### src/rtl/host_port_pkg.sv
// ==========================================================
// shared constants for the host port
package host_port_pkg;
  // command stack depth and index width
  localparam int CMD_DEPTH = 8;
  localparam int CMD_PTR_W = 3;
  // status register byte count and index width
  localparam int STAT_BYTES = 12;
  localparam int STAT_IDX_W = 4;
  // byte count and buffer address widths
  localparam int COUNT_W = 16;
  localparam int ADDR_W = 16;
  // clock and host byte rate
  localparam int CLK_HZ = 20000000;
  localparam int XFER_RATE_KBPS = 2300;
  // cycles per supplied byte, rounded up
  localparam int BYTE_CYCLES = (CLK_HZ + XFER_RATE_KBPS * 1000 - 1) / (XFER_RATE_KBPS * 1000);
  localparam logic [3:0] BYTE_CYCLES_M1 = 4'(BYTE_CYCLES - 1);
  // least reset pulse, for reference by the outside
  localparam int RESET_MIN_NS = 1000;
  // reset values
  localparam logic [7:0] BYTE_RST = 8'h00;
  // transfer states
  typedef enum logic [1:0] {XS_IDLE, XS_FETCH, XS_READY, XS_DONE} xfer_state_t;
endpackage

### src/rtl/cmd_stack.sv
`timescale 1ns/1ps
// ==========================================================
// eight-byte command stack written by the host, drained by the controller
module cmd_stack
(
  // clock and reset
  input  wire logic       clk,
  input  wire logic       rst_b,
  // fill side
  input  wire logic       push,
  input  wire logic [7:0] pushData,
  // drain side
  input  wire logic       pop,
  output logic [7:0]      popData,
  output logic            notEmpty,
  output logic            full
);
  // storage and pointers
  logic [7:0]                          mem_q [host_port_pkg::CMD_DEPTH];
  logic [host_port_pkg::CMD_PTR_W-1:0] wrPtr_q;
  logic [host_port_pkg::CMD_PTR_W-1:0] rdPtr_q;
  logic [host_port_pkg::CMD_PTR_W:0]   count_q;
  // qualified strobes
  wire doPush = push && !full;
  wire doPop  = pop && notEmpty;

  assign full     = (count_q == 4'(host_port_pkg::CMD_DEPTH));
  assign notEmpty = (count_q != 4'h0);
  assign popData  = mem_q[rdPtr_q];

  // ==========================================================
  // storage, one byte per cell
  genvar i;
  generate
    for (i = 0; i < host_port_pkg::CMD_DEPTH; i++)
    begin : g_cell
      always_ff @(posedge clk or negedge rst_b)
      begin
        if (!rst_b)
          mem_q[i] <= host_port_pkg::BYTE_RST;
        else if (doPush && wrPtr_q == 3'(i))
          mem_q[i] <= pushData;
      end
    end
  endgenerate

  // ==========================================================
  // pointers and fill count
  always_ff @(posedge clk or negedge rst_b)
  begin
    if (!rst_b)
    begin
      wrPtr_q <= 3'h0;
      rdPtr_q <= 3'h0;
      count_q <= 4'h0;
    end
    else
    begin
      if (doPush)
        wrPtr_q <= wrPtr_q + 3'h1;
      if (doPop)
        rdPtr_q <= rdPtr_q + 3'h1;
      if (doPush && !doPop)
        count_q <= count_q + 4'h1;
      else if (doPop && !doPush)
        count_q <= count_q - 4'h1;
    end
  end
endmodule

### src/rtl/disc_decoder_host_port.sv
`timescale 1ns/1ps
// How it works
// - eight-byte command stack takes host writes
// - each command write while the stack is not full pulses controller interrupt
// - controller loads count, address, then triggers
// - transfer enable low once trigger seen with a nonzero count
// - wait asserted while a host data read is held before the next byte is ready
// - request mode: output asks for each byte
// - last byte: end marker, enable off, done
// - controller fills twelve status bytes
// - status bytes changed only by controller
// - status ready output tells host
// - strobes ignored unless chip select low, except the read strobe rise that ends a pending data read
// - names ending _n are active low
// - end marker low on final byte
module disc_decoder_host_port
(
  // clock and reset
  input  wire logic        clk,
  input  wire logic        rst_b,
  // host pins
  input  wire logic        host_chip_select_n,
  input  wire logic        host_read_strobe_n,
  input  wire logic        host_write_strobe_n,
  input  wire logic        host_cmd_data_select,
  input  wire logic        request_mode_select,
  input  wire logic [7:0]  hostDataIn,
  output logic [7:0]       hostDataOut,
  output logic             hostDataOe,
  output logic             xfer_enable_n,
  output logic             host_wait_or_request,
  output logic             end_of_process_n,
  output logic             status_ready_n,
  // controller side
  input  wire logic [15:0] byteCountIn,
  input  wire logic [15:0] startAddrIn,
  input  wire logic        xferTrigger,
  input  wire logic        cmdPop,
  output logic [7:0]       cmdByte,
  output logic             cmdNotEmpty,
  output logic             cmdFull,
  output logic             cmdIrq,
  output logic             doneIrq,
  output logic             xferBusy,
  input  wire logic        statWrite,
  input  wire logic [3:0]  statIndex,
  input  wire logic [7:0]  statData,
  input  wire logic        statReadyIn,
  // buffer RAM read port
  output logic [15:0]      ramAddr,
  output logic             ramRead,
  input  wire logic [7:0]  ramData
);
  // ==========================================================
  // pin synchronisers, two flops each
  logic [4:0] pinMeta_q;
  logic [4:0] pinSync_q;
  logic [7:0] dinMeta_q;
  logic [7:0] dinSync_q;
  always_ff @(posedge clk or negedge rst_b)
  begin
    if (!rst_b)
    begin
      pinMeta_q <= 5'h1F;
      pinSync_q <= 5'h1F;
      dinMeta_q <= host_port_pkg::BYTE_RST;
      dinSync_q <= host_port_pkg::BYTE_RST;
    end
    else
    begin
      pinMeta_q <= {host_chip_select_n, host_read_strobe_n, host_write_strobe_n,
                    host_cmd_data_select, request_mode_select};
      pinSync_q <= pinMeta_q;
      dinMeta_q <= hostDataIn;
      dinSync_q <= dinMeta_q;
    end
  end

  // synchronised pins
  wire csLow   = !pinSync_q[4];
  wire rdLow   = !pinSync_q[3];
  wire wrLow   = !pinSync_q[2];
  wire cmdSel  = pinSync_q[1];
  wire reqMode = pinSync_q[0];

  // previous strobe levels for edge detection
  logic rdLowPrev_q;
  logic wrLowPrev_q;

  wire rdActive = rdLow && csLow;
  wire wrActive = wrLow && csLow;
  wire wrFall   = wrActive && !wrLowPrev_q && cmdSel;
  wire rdFall   = rdActive && !rdLowPrev_q && !cmdSel;
  wire rdRise   = !rdLow && rdLowPrev_q;
  wire statRd   = rdActive && cmdSel;

  // ==========================================================
  // transfer state and datapath registers
  host_port_pkg::xfer_state_t state_q;
  host_port_pkg::xfer_state_t state_d;
  logic [15:0] count_q;
  logic [15:0] addr_q;
  logic [7:0]  dataLatch_q;
  logic [3:0]  pace_q;
  logic        readPending_q;
  logic [3:0]  statPtr_q;
  logic [7:0]  statMem_q [host_port_pkg::STAT_BYTES];
  logic        statRdPrev_q;

  // pacing reaches supply rate
  wire paceDone  = (pace_q == 4'h0);
  wire lastByte  = (count_q == 16'h0001);
  wire byteReady = (state_q == host_port_pkg::XS_READY);
  // one read completed by the host
  wire readDone  = readPending_q && rdRise;

  // ==========================================================
  // next-state decode
  always_comb
  begin
    state_d = state_q;
    case (state_q)
      host_port_pkg::XS_IDLE:
        if (xferTrigger && byteCountIn != 16'h0000)
          state_d = host_port_pkg::XS_FETCH;
      // wait for supply pacing
      host_port_pkg::XS_FETCH:
        if (paceDone)
          state_d = host_port_pkg::XS_READY;
      // byte held for host
      host_port_pkg::XS_READY:
        if (readDone)
          state_d = lastByte ? host_port_pkg::XS_DONE : host_port_pkg::XS_FETCH;
      // report completion
      host_port_pkg::XS_DONE:
        state_d = host_port_pkg::XS_IDLE;
      default:
        state_d = host_port_pkg::XS_IDLE;
    endcase
  end

  // ==========================================================
  // state and strobe history
  always_ff @(posedge clk or negedge rst_b)
  begin
    if (!rst_b)
    begin
      state_q     <= host_port_pkg::XS_IDLE;
      rdLowPrev_q <= 1'b0;
      wrLowPrev_q <= 1'b0;
    end
    else
    begin
      state_q     <= state_d;
      rdLowPrev_q <= rdLow;
      wrLowPrev_q <= wrActive;
    end
  end

  // ==========================================================
  // count, address, pacing and byte latch
  always_ff @(posedge clk or negedge rst_b)
  begin
    if (!rst_b)
    begin
      count_q       <= 16'h0000;
      addr_q        <= 16'h0000;
      pace_q        <= 4'h0;
      dataLatch_q   <= host_port_pkg::BYTE_RST;
      readPending_q <= 1'b0;
    end
    else if (state_q == host_port_pkg::XS_IDLE && state_d == host_port_pkg::XS_FETCH)
    begin
      count_q <= byteCountIn;
      addr_q  <= startAddrIn;
      pace_q  <= host_port_pkg::BYTE_CYCLES_M1;
    end
    else
    begin
      if (state_q == host_port_pkg::XS_FETCH && !paceDone)
        pace_q <= pace_q - 4'h1;
      // latch RAM byte as supply finishes
      if (state_q == host_port_pkg::XS_FETCH && paceDone)
        dataLatch_q <= ramData;
      // a data read held low once the byte is ready, even one begun during wait
      if (byteReady && rdActive && !cmdSel)
        readPending_q <= 1'b1;
      else if (readDone)
        readPending_q <= 1'b0;
      if (byteReady && readDone)
      begin
        count_q <= count_q - 16'h0001;
        addr_q  <= addr_q + 16'h0001;
        pace_q  <= host_port_pkg::BYTE_CYCLES_M1;
      end
    end
  end

  // ==========================================================
  // status bytes and read pointer
  // only controller writes status
  genvar s;
  generate
    for (s = 0; s < host_port_pkg::STAT_BYTES; s++)
    begin : g_stat
      always_ff @(posedge clk or negedge rst_b)
      begin
        if (!rst_b)
          statMem_q[s] <= host_port_pkg::BYTE_RST;
        else if (statWrite && statIndex == 4'(s))
          statMem_q[s] <= statData;
      end
    end
  endgenerate

  // status read pointer advances per host read
  always_ff @(posedge clk or negedge rst_b)
  begin
    if (!rst_b)
    begin
      statPtr_q    <= 4'h0;
      statRdPrev_q <= 1'b0;
    end
    else
    begin
      statRdPrev_q <= statRd;
      if (!statReadyIn)
        statPtr_q <= 4'h0;
      else if (!statRd && statRdPrev_q)
        statPtr_q <= (statPtr_q == 4'(host_port_pkg::STAT_BYTES - 1)) ? 4'h0 : statPtr_q + 4'h1;
    end
  end

  // ==========================================================
  // command stack
  // eight-byte stack
  cmd_stack u_cmd_stack
  (
    .clk      (clk),
    .rst_b    (rst_b),
    .push     (wrFall),
    .pushData (dinSync_q),
    .pop      (cmdPop),
    .popData  (cmdByte),
    .notEmpty (cmdNotEmpty),
    .full     (cmdFull)
  );

  // ==========================================================
  // output decode
  wire inXfer   = (state_q == host_port_pkg::XS_FETCH) || byteReady;
  wire waitLow  = rdActive && !cmdSel && inXfer && !byteReady;
  wire reqHigh  = byteReady && !readPending_q;
  wire sharedD  = reqMode ? reqHigh : !waitLow;
  wire [7:0] outByte = cmdSel ? statMem_q[statPtr_q] : dataLatch_q;

  // ==========================================================
  // registered outputs
  // low-active pins idle high
  always_ff @(posedge clk or negedge rst_b)
  begin
    if (!rst_b)
    begin
      hostDataOut          <= host_port_pkg::BYTE_RST;
      hostDataOe           <= 1'b0;
      xfer_enable_n        <= 1'b1;
      host_wait_or_request <= 1'b1;
      end_of_process_n     <= 1'b1;
      status_ready_n       <= 1'b1;
      cmdIrq               <= 1'b0;
      doneIrq              <= 1'b0;
      xferBusy             <= 1'b0;
      ramAddr              <= 16'h0000;
      ramRead              <= 1'b0;
    end
    else
    begin
      hostDataOut          <= outByte;
      hostDataOe           <= rdActive;
      xfer_enable_n        <= !inXfer;
      host_wait_or_request <= sharedD;
      end_of_process_n     <= !(byteReady && lastByte);
      status_ready_n       <= !statReadyIn;
      cmdIrq               <= wrFall && !cmdFull;
      doneIrq              <= (state_q == host_port_pkg::XS_DONE);
      xferBusy             <= (state_q != host_port_pkg::XS_IDLE);
      ramAddr              <= addr_q;
      ramRead              <= (state_q == host_port_pkg::XS_FETCH);
    end
  end
endmodule

### config.mk
export PLATFORM = sky130hd
export DESIGN_NAME = disc_decoder_host_port
export DESIGN_NICKNAME = d
export VERILOG_FILES = /design/src/rtl/host_port_pkg.sv /design/src/rtl/cmd_stack.sv /design/src/rtl/disc_decoder_host_port.sv
export SDC_FILE = /design/constraint.sdc
export NUM_CORES = 1
export LEC_CHECK = 0
export BUFFER_PORTS_ARGS = -buffer_cell sky130_fd_sc_hd__buf_2
export CORE_ASPECT_RATIO = 0.9
export CORE_MARGIN = 5
export CORE_UTILIZATION = 45
export CTS_BUF_LIST = sky130_fd_sc_hd__clkbuf_8
export CTS_CLUSTER_DIAMETER = 60
export DETAILED_ROUTE_END_ITERATION = 7
export PLACE_DENSITY = 0.77
export SYNTH_ARGS = -nofsm -noshare
export SYNTH_HDL_FRONTEND = slang
export SYNTH_SLANG_ARGS = --single-unit
### constraint.sdc
create_clock -name clk -period 2.8 [get_ports clk]
set_input_delay 0.28 -clock clk [delete_from_list [all_inputs] [get_ports clk]]
set_output_delay 0.28 -clock clk [all_outputs]
set_load 0.01 [all_outputs]
== Yosys cells after proc, flatten, opt, wreduce, memory -nomap -nowiden ==
Cells that the tools add are included.

* Register bits after elaboration: 283
* Bits of input ports: 71
* Output and inout bits: 43
* Logic and storage cells: 188

* Equality and inequality tests: 26
* Bitwise gates (word level): 3
* Add/subtract/negate cells: 8
* Reduce and logical (&&, ||, !) cells: 74
* Muxes and demuxes: 27
* Magnitude comparators: 2

{| class="wikitable"
|+ Operators by type and width
! cell !! count
|-
| $mux W16 || 4
|-
| $logic_and A1 B1 Y1 || 44
|-
| $mux W8 || 5
|-
| $bmux W8 S4 || 1
|-
| $mux W4 || 8
|-
| $bmux W8 S3 || 1
|-
| $eq A4 B4 Y1 const B || 6
|-
| $add A16 B1 Y16 const B || 1
|-
| $eq A16 B1 Y1 const B || 1
|-
| $eq A4 B3 Y1 const B || 4
|-
| $logic_not A1 Y1 || 16
|-
| $reduce_bool A16 Y1 || 1
|-
| $sub A16 B1 Y16 const B || 1
|-
| $eq A3 B3 Y1 const B || 4
|-
| $add A4 B1 Y4 const B || 2
|-
| $eq A4 B2 Y1 const B || 2
|-
| $logic_not A4 Y1 || 2
|-
| $mux W2 || 4
|-
| $pmux W2 S4 || 1
|-
| $reduce_bool A2 Y1 || 4
|-
| $sub A4 B1 Y4 const B || 2
|-
| $add A3 B1 Y3 const B || 2
|-
| $eq A3 B2 Y1 const B || 2
|-
| $ge A5 B5 Y1 const B || 1
|-
| other kinds (16) || 21
|}

== Logic depth before layout (Yosys ltp) ==
Gate-level depths: netlist of run 1.

* Depth in word-level cells: 9
* Depth in mapped cells: 12
* Gate-level depth less buffers: 11

== Modules after synthesis ==
From an unflattened synthesis of run 1, not the netlist that was laid out.

* Cells, all modules: 867
* Area, all modules: 12851.1 sq um

{| class="wikitable"
|+ By module, submodules not included
! module !! times used !! area an instance (sq um) !! cells an instance !! seq. area each (sq um)
|-
| disc_decoder_host_port || 1 || 9172.5 || 636 || 5247.5
|-
| cmd_stack || 1 || 3678.5 || 231 || 1851.8
|}

== Worst setup path before layout of run 1 ==
OpenSTA, ideal clock, no wires.

* Path type: flip-flop to flip-flop
* From: reg pinSync_q[1]
* To: reg u_cmd_stack.count_q[3] in the netlist's numbering
* Setup slack: 0.180 ns
* Clock period less this slack: 2.620 ns
* Data required time: 2.675 ns
* Cell stages (with the launch flop): 12
* Library setup time: 0.125 ns
* Path buffers: 2
* Arrival time: 2.495 ns
* Cells stage by stage: dfstp_2 clkbuf_1 and4b_1 clkbuf_1 ha_1 inv_1 ha_1 a21o_1 a21oi_1 xnor2_1 nor2_1 xor2_1

* Word-level cells in the longest chain between the ends: 5
* Elaborated cells between the ends (all ways): 7
* Those cells by class: mux (1); reduce/logical (6)

{| class="wikitable"
|+ Ends and longest elaborated chain
! element !! RTL line !! source
|-
| from (decl) || disc_decoder_host_port.sv:57 || <nowiki>logic [4:0] pinSync_q;</nowiki>
|-
| from (signal assigned) || disc_decoder_host_port.sv:73 || <nowiki>pinSync_q <= pinMeta_q;</nowiki>
|-
| $logic_and A1 B1 Y1 (*) || disc_decoder_host_port.sv:92 || <nowiki>wire wrFall = wrActive && !wrLowPrev_q && cmdSel;</nowiki>
|-
| $logic_and A1 B1 Y1 (*) || cmd_stack.sv:24 || <nowiki>wire doPush = push && !full;</nowiki>
|-
| named net u_cmd_stack.doPush || cmd_stack.sv:24 ||
|-
| $logic_not A1 Y1 || cmd_stack.sv:65 || <nowiki>else if (doPop && !doPush)</nowiki>
|-
| $logic_and A1 B1 Y1 || cmd_stack.sv:65 ||
|-
| $reduce_bool A2 Y1 (no line) || -- ||
|-
| to (signal assigned) || cmd_stack.sv:64 || <nowiki>count_q <= count_q + 4'h1;</nowiki>
|-
| to (signal assigned) || cmd_stack.sv:66 || <nowiki>count_q <= count_q - 4'h1;</nowiki>
|-
| to (decl) || cmd_stack.sv:22 || <nowiki>logic [host_port_pkg::CMD_PTR_W:0] count_q;</nowiki>
|}

The timed path passes the listed nets; every way through them passes the cells marked *.
A chain may end at the register's enable or synchronous reset.

== Final worst setup path of run 1 ==
* From: reg state_q[0]
* To: reg addr_q[7]

* Word-level cells in the longest chain between the ends: 5
* Elaborated cells between the ends (all ways): 13
* Those cells by class: eq/ne (4); mux (5); reduce/logical (4)

{| class="wikitable"
|+ Ends and longest elaborated chain
! element !! RTL line !! source
|-
| from (decl) || disc_decoder_host_port.sv:99 || <nowiki>host_port_pkg::xfer_state_t state_q;</nowiki>
|-
| from (signal assigned) || disc_decoder_host_port.sv:148 || <nowiki>state_q <= host_port_pkg::XS_IDLE;</nowiki>
|-
| from (signal assigned) || disc_decoder_host_port.sv:154 || <nowiki>state_q <= state_d;</nowiki>
|-
| $eq A2 B2 Y1, or another cell as far along || disc_decoder_host_port.sv:122 || <nowiki>case (state_q)</nowiki>
|-
| $pmux W2 S4 (*) || disc_decoder_host_port.sv:122 ||
|-
| named net state_d[0] || disc_decoder_host_port.sv:100 || <nowiki>host_port_pkg::xfer_state_t state_d;</nowiki>
|-
| $eq A2 B1 Y1 (*) || disc_decoder_host_port.sv:172 || <nowiki>else if (state_q == host_port_pkg::XS_IDLE && state_d == host_port_pkg::XS_FETCH)</nowiki>
|-
| $logic_and A1 B1 Y1 (*) || disc_decoder_host_port.sv:172 ||
|-
| $mux W16 / $reduce_bool A2 Y1 (equally long branches) || -- ||
|-
| to (signal assigned) || disc_decoder_host_port.sv:175 || <nowiki>addr_q <= startAddrIn;</nowiki>
|-
| to (signal assigned) || disc_decoder_host_port.sv:193 || <nowiki>addr_q <= addr_q + 16'h0001;</nowiki>
|-
| to (decl) || disc_decoder_host_port.sv:102 || <nowiki>logic [15:0] addr_q;</nowiki>
|}

Marked as above.

==> results.yml, run 1 <==
min_path:
  hold_path.class: "primary input to register"
  hp-start: "cmdPop"
  min_path_cells: 3
  min_to: "u_cmd_stack.rdPtr_q[2]"
die:
  dieHeight_um: 167
  start_util_pct: 45.8
  rows: 57
  die_width_um: 185
  dieArea_um2: 31000
  ios: 114
  core_um2: 27100
cells_and_area:
  fin_cells: 1446
  nets: 1149
  fillCellCount: 2173
  drive_above_1_share_pct: 42.7
  final_util_pct: 55.3
  area_growth_pct: 20.9
cts:
  htreeDepth: 2
  cts_made_buffers: 46
  post_cts_resized: 0
  cts_tree: "done"
  cts_root_buffer: "clkbuf_8"
  clk_pin_slew_ns: 0.06
  cts_sinks: 283
  clock_latency_ns: 0.56
  cts_buffer_depth: 3
yosys:
  yosys-top-cells-area: "dfrtp_1 (54%), mux2_2 (17%), mux4_2 (7.3%), mux2_4 (3.1%), dfstp_2 (3.0%)"
  yosysMostFrequentCell: "dfrtp_1"
  syn_avg_cell_area_um2: 14.5
  synth_flop_cell: "dfrtp_1"
  synth_cell_types: 44
  yosysTopAreaCellShare_pct: 54.3
  syn_area_um2: 12400
  seq_area_frac_synth_pct: 57.2
  synth_warnings: 0
  synth_seq_cells: 283
  synth-edff-count: 0
  synthArstFlopShare_pct: 100
  synth_top_cell_by_area: "dfrtp_1"
  syn-num-nets: 946
  yosys-top-cells-count: "dfrtp_1 (269), mux2_2 (184), nand2_1 (49)"
  synth_cells: 854
setup_path:
  cp.arrival_ns: 3.08
  r2r_end: "addr_q[7]"
  reg2reg_from: "state_q[0]"
  crit_slowest_cell: "dfrtp_1"
  end_kind: "register"
  criticalPathCategory: "register to register"
  start_kind: "register"
  cp_cell_sequence: "inv_1 > ha_1 > nor2_1 > a221o_1 > a211oi_4 > nand3_4 > buf_12 > mux2_4"
  worstRegToRegCells: 8
  critPathLaunch: "state_q[0]"
  r2r_slack_ns: 0.15
  cp.required_ns: 3.23
  cpPeakStageDelay_ns: 0.43
  critPathMaxFanout: 16
placed_design:
  post-place-ws_ns: 0.150
  place_congestion: 0.781
  dp_hpwl_um: 17900
  io_buffers: 113
  dp_cells: 1307
sta:
  hold_slack_ns: 0.0439
  skew_ns: 0.0224
  setup_tns_ns: 0
  setup_viol: 0
  min_period_over_period_pct: 94.8
  finalHoldViolCount: 0
  worst_slew_pin_slew_ns: 0.854
  min_period_ns: 2.65
  timing.final.ws_setup_ns: 0.146
  fmax_mhz: 377
  relSlewSlack_pct: 43.1
  slew_viol_final: 0
  grt_setup_unrepaired: "false"
power_and_ir_drop:
  seq_power_share_pct: 44.2
  swShare_pct: 29.8
  clockPowerShare_pct: 25.3
  power_leakage_uw: 0.00687
  peakVddDrop_mv: 0.586
  combPwrFrac_pct: 30.5
  p_int_uw: 10100
  p_sw_uw: 4290
  pwr_density_cell_nw_per_um2: 959
global_route:
  grt.total_usage_pct: 17.9
  grt_pass1_wl_um: 44200
  overflow: 0
  grt_pass1_vias: 8385
  grt_start_max_net_pins: 72
  antenna_found_initial: 3
flow_run:
  maxCapViolCount: 0
outcome:
  run_status: "completed"
routing:
  routed_via_density: 5.36
  wl_per_cell_um: 18.9
  initialDrtViolationCount: 438
  via_count: 7744
  ant_nets: 0
  drc: 0
  postRouteWirelength_um: 27400
  first_pass_iters: 4
-- worst max-delay path by stage --
stage                              to  slack [ns]  cells after the start
2_1_floorplan  u_cmd_stack.count_q[3]        0.18                     11
3_3_place_gp               addr_q[11]        0.24                      8
3_5_place_dp               addr_q[11]        0.15                      8
4_1_cts                    addr_q[11]        0.12                      8
5_1_grt                     addr_q[7]        0.03                      8
6_report                    addr_q[7]        0.15                      8
-- worst max-delay path: cells and delay by family (launching register included) --
family	cells	cell delay, ns
adder cells (fa/ha/maj)	1	0.31
AND/OR/NAND/NOR	2	0.38
flip-flops	1	0.43
AO/OA/AOI/OAI	2	0.69
multiplexers	1	0.31
buffers and inverters	2	0.39
-- sequential cells by signal, indices dropped and copies added, names as in the netlist, 2 cells and up --
register / count
statMem_q: 96
pinMeta_q: 5
addr_q: 16
dinMeta_q: 8
u_cmd_stack.count_q: 4
ramAddr: 16
dataLatch_q: 8
pace_q: 4
hostDataOut: 8
pinSync_q: 5
count_q: 16
u_cmd_stack.wrPtr_q: 3
dinSync_q: 8
state_q: 2
u_cmd_stack.rdPtr_q: 3
statPtr_q: 4
u_cmd_stack.mem_q: 64
-- cells by family (layout without fill, tap and decap cells) --
| kind of cell | Yosys count | count (layout) | share of synthesized area [%] |
|---|---|---|---|
| adder cells (fa/ha/maj) | 21 | 21 | 2.18 |
| other | 0 | 2 | 0 |
| flip-flops | 283 | 283 | 57.2 |
| buffers and inverters | 53 | 289 | 1.83 |
| AND/OR/NAND/NOR | 157 | 157 | 6.32 |
| XOR/XNOR | 39 | 39 | 2.75 |
| AO/OA/AOI/OAI | 51 | 51 | 2.55 |
| multiplexers | 250 | 250 | 27.1 |
-- final cells by class --
type                    instances  area, µm²  share of cell area (%)
clock inverters                26        185                    1.23
clock buffers                  55        757                    5.05
repair buffers                189       1360                    9.06
flip-flops and latches        283       7100                    47.3
well taps                     354        443                    2.95
multi-input cells             518       5070                    33.8
diodes                          2       5.00                  0.0334
inverters                      19       71.3                   0.476
-- cells in the final DEF (no fill, tap or decap), drive strengths merged, types with 2 or more instances in the layout --
cell type,n
diode,2
a31oi,3
xnor2,24
xor2,15
nor3b,4
and3,4
dlygate4sd3,55
inv,38
and2,2
and4,3
nor2b,2
a311oi,2
dfstp,14
nor2,31
nand2b,3
nand2,49
buf,134
clkinv,4
mux4,40
ha,20
nand3,20
or3,8
dfrtp,269
o21ai,7
mux2,210
nand4,5
bufinv,3
nand3b,4
clkbuf,55
nor4,11
nor3,9
a21oi,34
-- metal layers --
metal  up-vias  global-route usage [%]  part of all wire [%]  wire length, µm
li1       3494                       -                     -                -
met1      3985                    23.5                    42            11600
met2       199                    29.2                    50            13600
met3        64                    3.90                   4.7             1300
met4         2                    6.76                   3.2              884
met5         -                       0                 0.040               11
-- stage by stage --
stage               cell area, µm²  power (µW)
CTS                          15000       14500
finish                       15000       14400
floorplan                    12400        9420
detailed placement           13500       10700
global route                 15000       15200
global placement             13500       10500
-- power by group through the flow --
stage	logic, µW	registers, µW	clock network, µW
2_1_floorplan	3280	6150	0
3_3_place_gp	4170	6300	0
3_5_place_dp	4320	6390	0
4_1_cts	4400	6330	3750
5_1_grt	4790	6510	3940
6_report	4390	6350	3640
-- what timing repair did --
action / 4_1_cts / 5_1_grt
hold endpoints to repair: 108 / 0
buffers inserted: 0 / 1
endpoints found under the setup margin: 0 / 3
hold buffers: 55 / 0
Note: power is estimated with default switching activity, not from simulation.
==> inputs of run 2 (changes only) <==
Settings changed: BUFFER_PORTS_ARGS -buffer_cell sky130_fd_sc_hd__buf_2 to -buffer_cell sky130_fd_sc_hd__buf_4, CORE_MARGIN 5 to 2.
==> run 2 against run 1 <==
  * Clock skew increased by 0.037 ns
  * First-iteration DRC count fell by 7.1%
  * Clock-buffer cell count increased by 5
==> results.yml, run 2 (same netlist as run 1, synthesis figures left out) <==
outcome:
  run_status: "completed"
power_and_ir_drop:
  p_int_uw: 10300
  swShare_pct: 29.7
  power_leakage_uw: 0.00700
  peakVddDrop_mv: 0.511
  seq_power_share_pct: 43.1
  pwr_density_cell_nw_per_um2: 956
  p_sw_uw: 4360
  clockPowerShare_pct: 26.1
  combPwrFrac_pct: 30.8
routing:
  initialDrtViolationCount: 407
  ant_nets: 0
  drc: 0
  via_count: 7634
  postRouteWirelength_um: 26800
  wl_per_cell_um: 18.4
  first_pass_iters: 4
  routed_via_density: 5.25
setup_path:
  cp_cell_sequence: "inv_1 > ha_1 > nor2_1 > a221o_1 > a211oi_4 > nand3_4 > buf_4 > mux2_4"
  start_kind: "register"
  end_kind: "register"
  cp.required_ns: 3.24
  critPathMaxFanout: 10
  criticalPathCategory: "register to register"
  crit_slowest_cell: "dfrtp_1"
  cp.arrival_ns: 3.07
  cpPeakStageDelay_ns: 0.44
cells_and_area:
  insertedDiodeCount: 0
  drive_above_1_share_pct: 43.5
  regMostFlops: "statMem_q"
  fillCellCount: 2134
  layout_common_cells: "dfrtp_1 (269), mux2_2 (184), buf_4 (130)"
  largestRegisters: "statMem_q (96), u_cmd_stack.mem_q (64)"
  largest_reg_flops: 96
  area_growth_pct: 24.0
  final_util_pct: 56.9
  fin_cells: 1454
  nets: 1154
  layout_commonest_cell: "dfrtp_1"
sta:
  worst_slew_pin_slew_ns: 0.832
  finalHoldViolCount: 0
  fmax_mhz: 380
  setup_viol: 0
  min_period_ns: 2.64
  setup_tns_ns: 0
  skew_ns: 0.0596
  hold_slack_ns: 0.0318
  grt_setup_unrepaired: "false"
  min_period_over_period_pct: 94.1
  relSlewSlack_pct: 44.5
  slew_viol_final: 0
cts:
  cts_root_buffer: "clkbuf_8"
  htreeDepth: 2
  clock_latency_ns: 0.58
  cts_sinks: 283
  cts_buffer_depth: 3
  clk_pin_slew_ns: 0.07
  cts_tree: "done"
  cts_made_buffers: 46
  post_cts_resized: 0
global_route:
  gr-usage-met3_pct: 3.44
  grt_start_max_net_pins: 84
  grt_pass1_wl_um: 43200
  grtUsageMet1_pct: 25.9
  grt.total_usage_pct: 19.2
  overflow: 0
  grt_use_met2_pct: 31.4
  antenna_found_initial: 0
  grt_pass1_vias: 8139
  top_usage_layer: "met2"
die:
  dieArea_um2: 28900
  start_util_pct: 45.9
  rows: 57
  dieHeight_um: 161
  core_um2: 27000
  ios: 114
  die_width_um: 179
placed_design:
  dp_hpwl_um: 17200
  io_buffers: 113
  place_congestion: 0.829
  dp_cells: 1308
min_path:
  hold_path.class: "primary input to register"
flow_run:
  maxCapViolCount: 0
run 2: cell types whose count changed in the layout (fill, tap and decap cells not counted), sizes merged:
cell,delta
diode,-2
inv,-3
dlygate4sd3,+3
clkbuf,+5
bufinv,-1
buf,+2
clkinv,+4
run 2: metrics by stage:
stage               total power [µW]  setup WS (ns)  area [µm²]
floorplan                       9420          0.180       12400
global placement               10600          0.230       13800
detailed placement             10800          0.144       13800
CTS                            14800          0.110       15400
global route                   15600        0.00757       15400
finish                         14700          0.165       15400
run 2: layout make-up:
type                       count  area [µm²]  share of cell area [%]
tap                          354         443                    2.88
inverter                      19        71.3                   0.464
multi-input combinational    518        5070                    33.0
sequential                   283        7100                    46.2
clock buffer                  60         826                    5.37
clock inverter                26         191                    1.24
timing repair buffer         194        1670                    10.9
run 2: timing repair:
action / CTS / global route
setup endpoints to repair: 0 / 21
hold buffers: 58 / 0
hold endpoints to repair: 142 / 0
buffers inserted: 0 / 2
run 2: final timing paths:
check | from | to | slack, ns | cells past startpoint
max reg2reg | state_q[0] | addr_q[12] | 0.16 | 8
max in group asynchronous | rst_b | pinSync_q[3] | 1.58 | 3
max | state_q[0] | addr_q[12] | 0.16 | 8
min in group asynchronous | rst_b | statMem_q[35] | 0.32 | 2
min | statData[4] | statMem_q[84] | 0.03 | 2
min reg2reg | dinMeta_q[2] | dinSync_q[2] | 0.34 | 0
run 2: metal layers:
metal	wire (µm)	share of wire, %
met1	11900	45
met2	13100	49
met3	1030	3.9
met4	738	2.8
met5	0	0
run 2: critical path, delay by kind of cell, from the launching register on:
kind                       cells  cell delay (ns)
AOI/OAI and AO/OA              2             0.67
adders and majority gates      1             0.32
buffers and inverters          2             0.42
DFF                            1             0.44
muxes                          1             0.30
and+or+nand+nor                2             0.36
run 2: power groups by stage:
stage	Clock, µW	Sequential [µW]	Combinational (µW)
after floorplan	0	6150	3280
after global placement	0	6340	4290
after detailed placement	0	6400	4430
after CTS	3930	6340	4510
after global routing	4130	6520	4920
final	3840	6340	4520
==> inputs of run 3 (changes only) <==
Settings changed: CORE_MARGIN 2 to not set, PLACE_DENSITY 0.77 to 0.64.
==> run 3 against run 2 <==
  * Final area down 0.15%
  * Register-to-register slack better by 0.06 ns
  * Non-clock buffer count unchanged
  * Worst hold slack better by 0.013 ns
  * Clock skew down 0.024 ns
  * First-iteration DRC count down 26%
  * Sequential share of layout area up 0.079 points
  * Utilization down 0.088 points
  * Via count down 0.64%
  * Worst setup slack better by 0.065 ns
  * Critical path depth unchanged
  * Combinational power about the same
  * Highest routed layer unchanged
==> results.yml, run 3 (same netlist as run 1, synthesis figures left out) <==
sta:
  min_period_ns: 2.57
  grt_setup_unrepaired: "false"
  setup_viol: 0
  slew_viol_final: 0
  timing.final.ws_setup_ns: 0.230
  min_period_over_period_pct: 91.8
  relSlewSlack_pct: 57.9
  fmax_mhz: 389
  setup_tns_ns: 0
  finalHoldViolCount: 0
  worst_slew_pin_slew_ns: 0.630
  skew_ns: 0.0352
die:
  ios: 114
  dieHeight_um: 159
  dieArea_um2: 28200
  start_util_pct: 45.9
  die_width_um: 177
  rows: 57
  core_um2: 27000
cells_and_area:
  largest_reg_flops: 96
  regMostFlops: "statMem_q"
  drive_above_1_share_pct: 43.6
  fillCellCount: 2204
  insertedDiodeCount: 0
  layout_common_cells: "dfrtp_1 (268), mux2_2 (184), buf_4 (133)"
  fin_area_um2: 15400
  layout_commonest_cell: "dfrtp_1"
  nets: 1154
  area_growth_pct: 23.8
  largestRegisters: "statMem_q (96), u_cmd_stack.mem_q (64)"
power_and_ir_drop:
  peakVddDrop_mv: 0.451
  power_leakage_uw: 0.00700
  pwr_density_cell_nw_per_um2: 948
placed_design:
  place_congestion: 0.769
  post-place-ws_ns: 0.280
  place_area_um2: 13800
  dp_hpwl_um: 17300
  io_buffers: 113
routing:
  wl_per_cell_um: 18.4
  ant_nets: 0
  routed_via_density: 5.22
  drc: 0
  first_pass_iters: 4
  via_count: 7585
  postRouteWirelength_um: 26800
  initialDrtViolationCount: 303
global_route:
  grt.total_usage_pct: 19.9
  grt_start_max_net_pins: 68
  grt_pass1_vias: 7916
  antenna_found_initial: 0
  overflow: 0
  grt_pass1_wl_um: 43500
setup_path:
  critPathMaxFanout: 15
  r2r_end: "count_q[4]"
  worstRegToRegCells: 8
  cp.arrival_ns: 3.01
  criticalPathCategory: "register to register"
  reg2reg_from: "state_q[0]"
  r2r_slack_ns: 0.23
  start_kind: "register"
  end_kind: "register"
  cp.required_ns: 3.24
cts:
  clk_pin_slew_ns: 0.06
  cts_tree: "done"
  cts_made_buffers: 46
  cts_buffer_depth: 3
  cts_sinks: 283
  clock_latency_ns: 0.57
  htreeDepth: 2
  cts_root_buffer: "clkbuf_8"
outcome:
  run_status: "completed"
min_path:
  hp-start: "statData[5]"
  hold_path.class: "primary input to register"
  min_to: "statMem_q[93]"
  min_path_cells: 2
flow_run:
  maxCapViolCount: 0
run 3: power breakdown:
group | internal, µW | total [µW] | leakage, µW | switching, µW
sequential | 5430 | 6280 | 0.00347 | 859
clock | 2120 | 3770 | 0.000571 | 1650
combinational | 2730 | 4500 | 0.00296 | 1770
total | 10300 | 14600 | 0.00700 | 4280
run 3: how the worst max path moves through the flow:
stage | from | end | slack (ns) | cells past startpoint
finish | state_q[0] | count_q[4] | 0.23 | 8
global route | state_q[0] | count_q[15] | 0.07 | 9
global placement | state_q[0] | count_q[4] | 0.34 | 8
floorplan | pinSync_q[1] | u_cmd_stack.count_q[3] | 0.18 | 11
detailed placement | state_q[0] | count_q[15] | 0.28 | 9
CTS | state_q[0] | count_q[15] | 0.24 | 9
run 3: final cells by class:
cell class	instances	area [µm²]	share of cell area, %
Timing Repair Buffer	194	1660	10.8
Inverter	19	71.3	0.465
Sequential cell	283	7100	46.2
Clock buffer	60	826	5.38
Clock inverter	25	174	1.13
Multi-Input combinational cell	518	5070	33.1
Tap cell	354	443	2.88
run 3: timing repair:
action / 4_1_cts / 5_1_grt
hold endpoints to repair: 108 / 0
buffers inserted: 0 / 0
gates resized for setup: 0 / 0
hold buffers: 55 / 0
run 3: metal layers:
| layer | track usage [%] | routed length (µm) | up-vias |
|---|---|---|---|
| li1 | - | - | 3509 |
| met1 | 29.2 | 12900 | 3873 |
| met2 | 30.3 | 12400 | 154 |
| met3 | 3.22 | 975 | 49 |
| met4 | 5.88 | 541 | 0 |
| met5 | 0 | 0 | - |
run 3: stage by stage:
stage               total power [µW]  utilization (%)  cells  hold slack, ns
floorplan                       9420                -    854         -0.0156
global placement               10700             51.1   1313           0.274
detailed placement             10800             51.1   1313           0.274
CTS                            14700             56.8   1453          0.0110
global route                   15500             56.8   1453          0.0446
finish                         14600             56.8   1453          0.0443
run 3: worst max-delay path, cell delays in order (launching register included):
cell and delay [ns]:
dfrtp_1 0.44, inv_1 0.16, ha_1 0.32, nor2_1 0.14, a221o_1 0.34, a211oi_4 0.34
nand3_4 0.12, buf_4 0.24, mux2_4 0.32
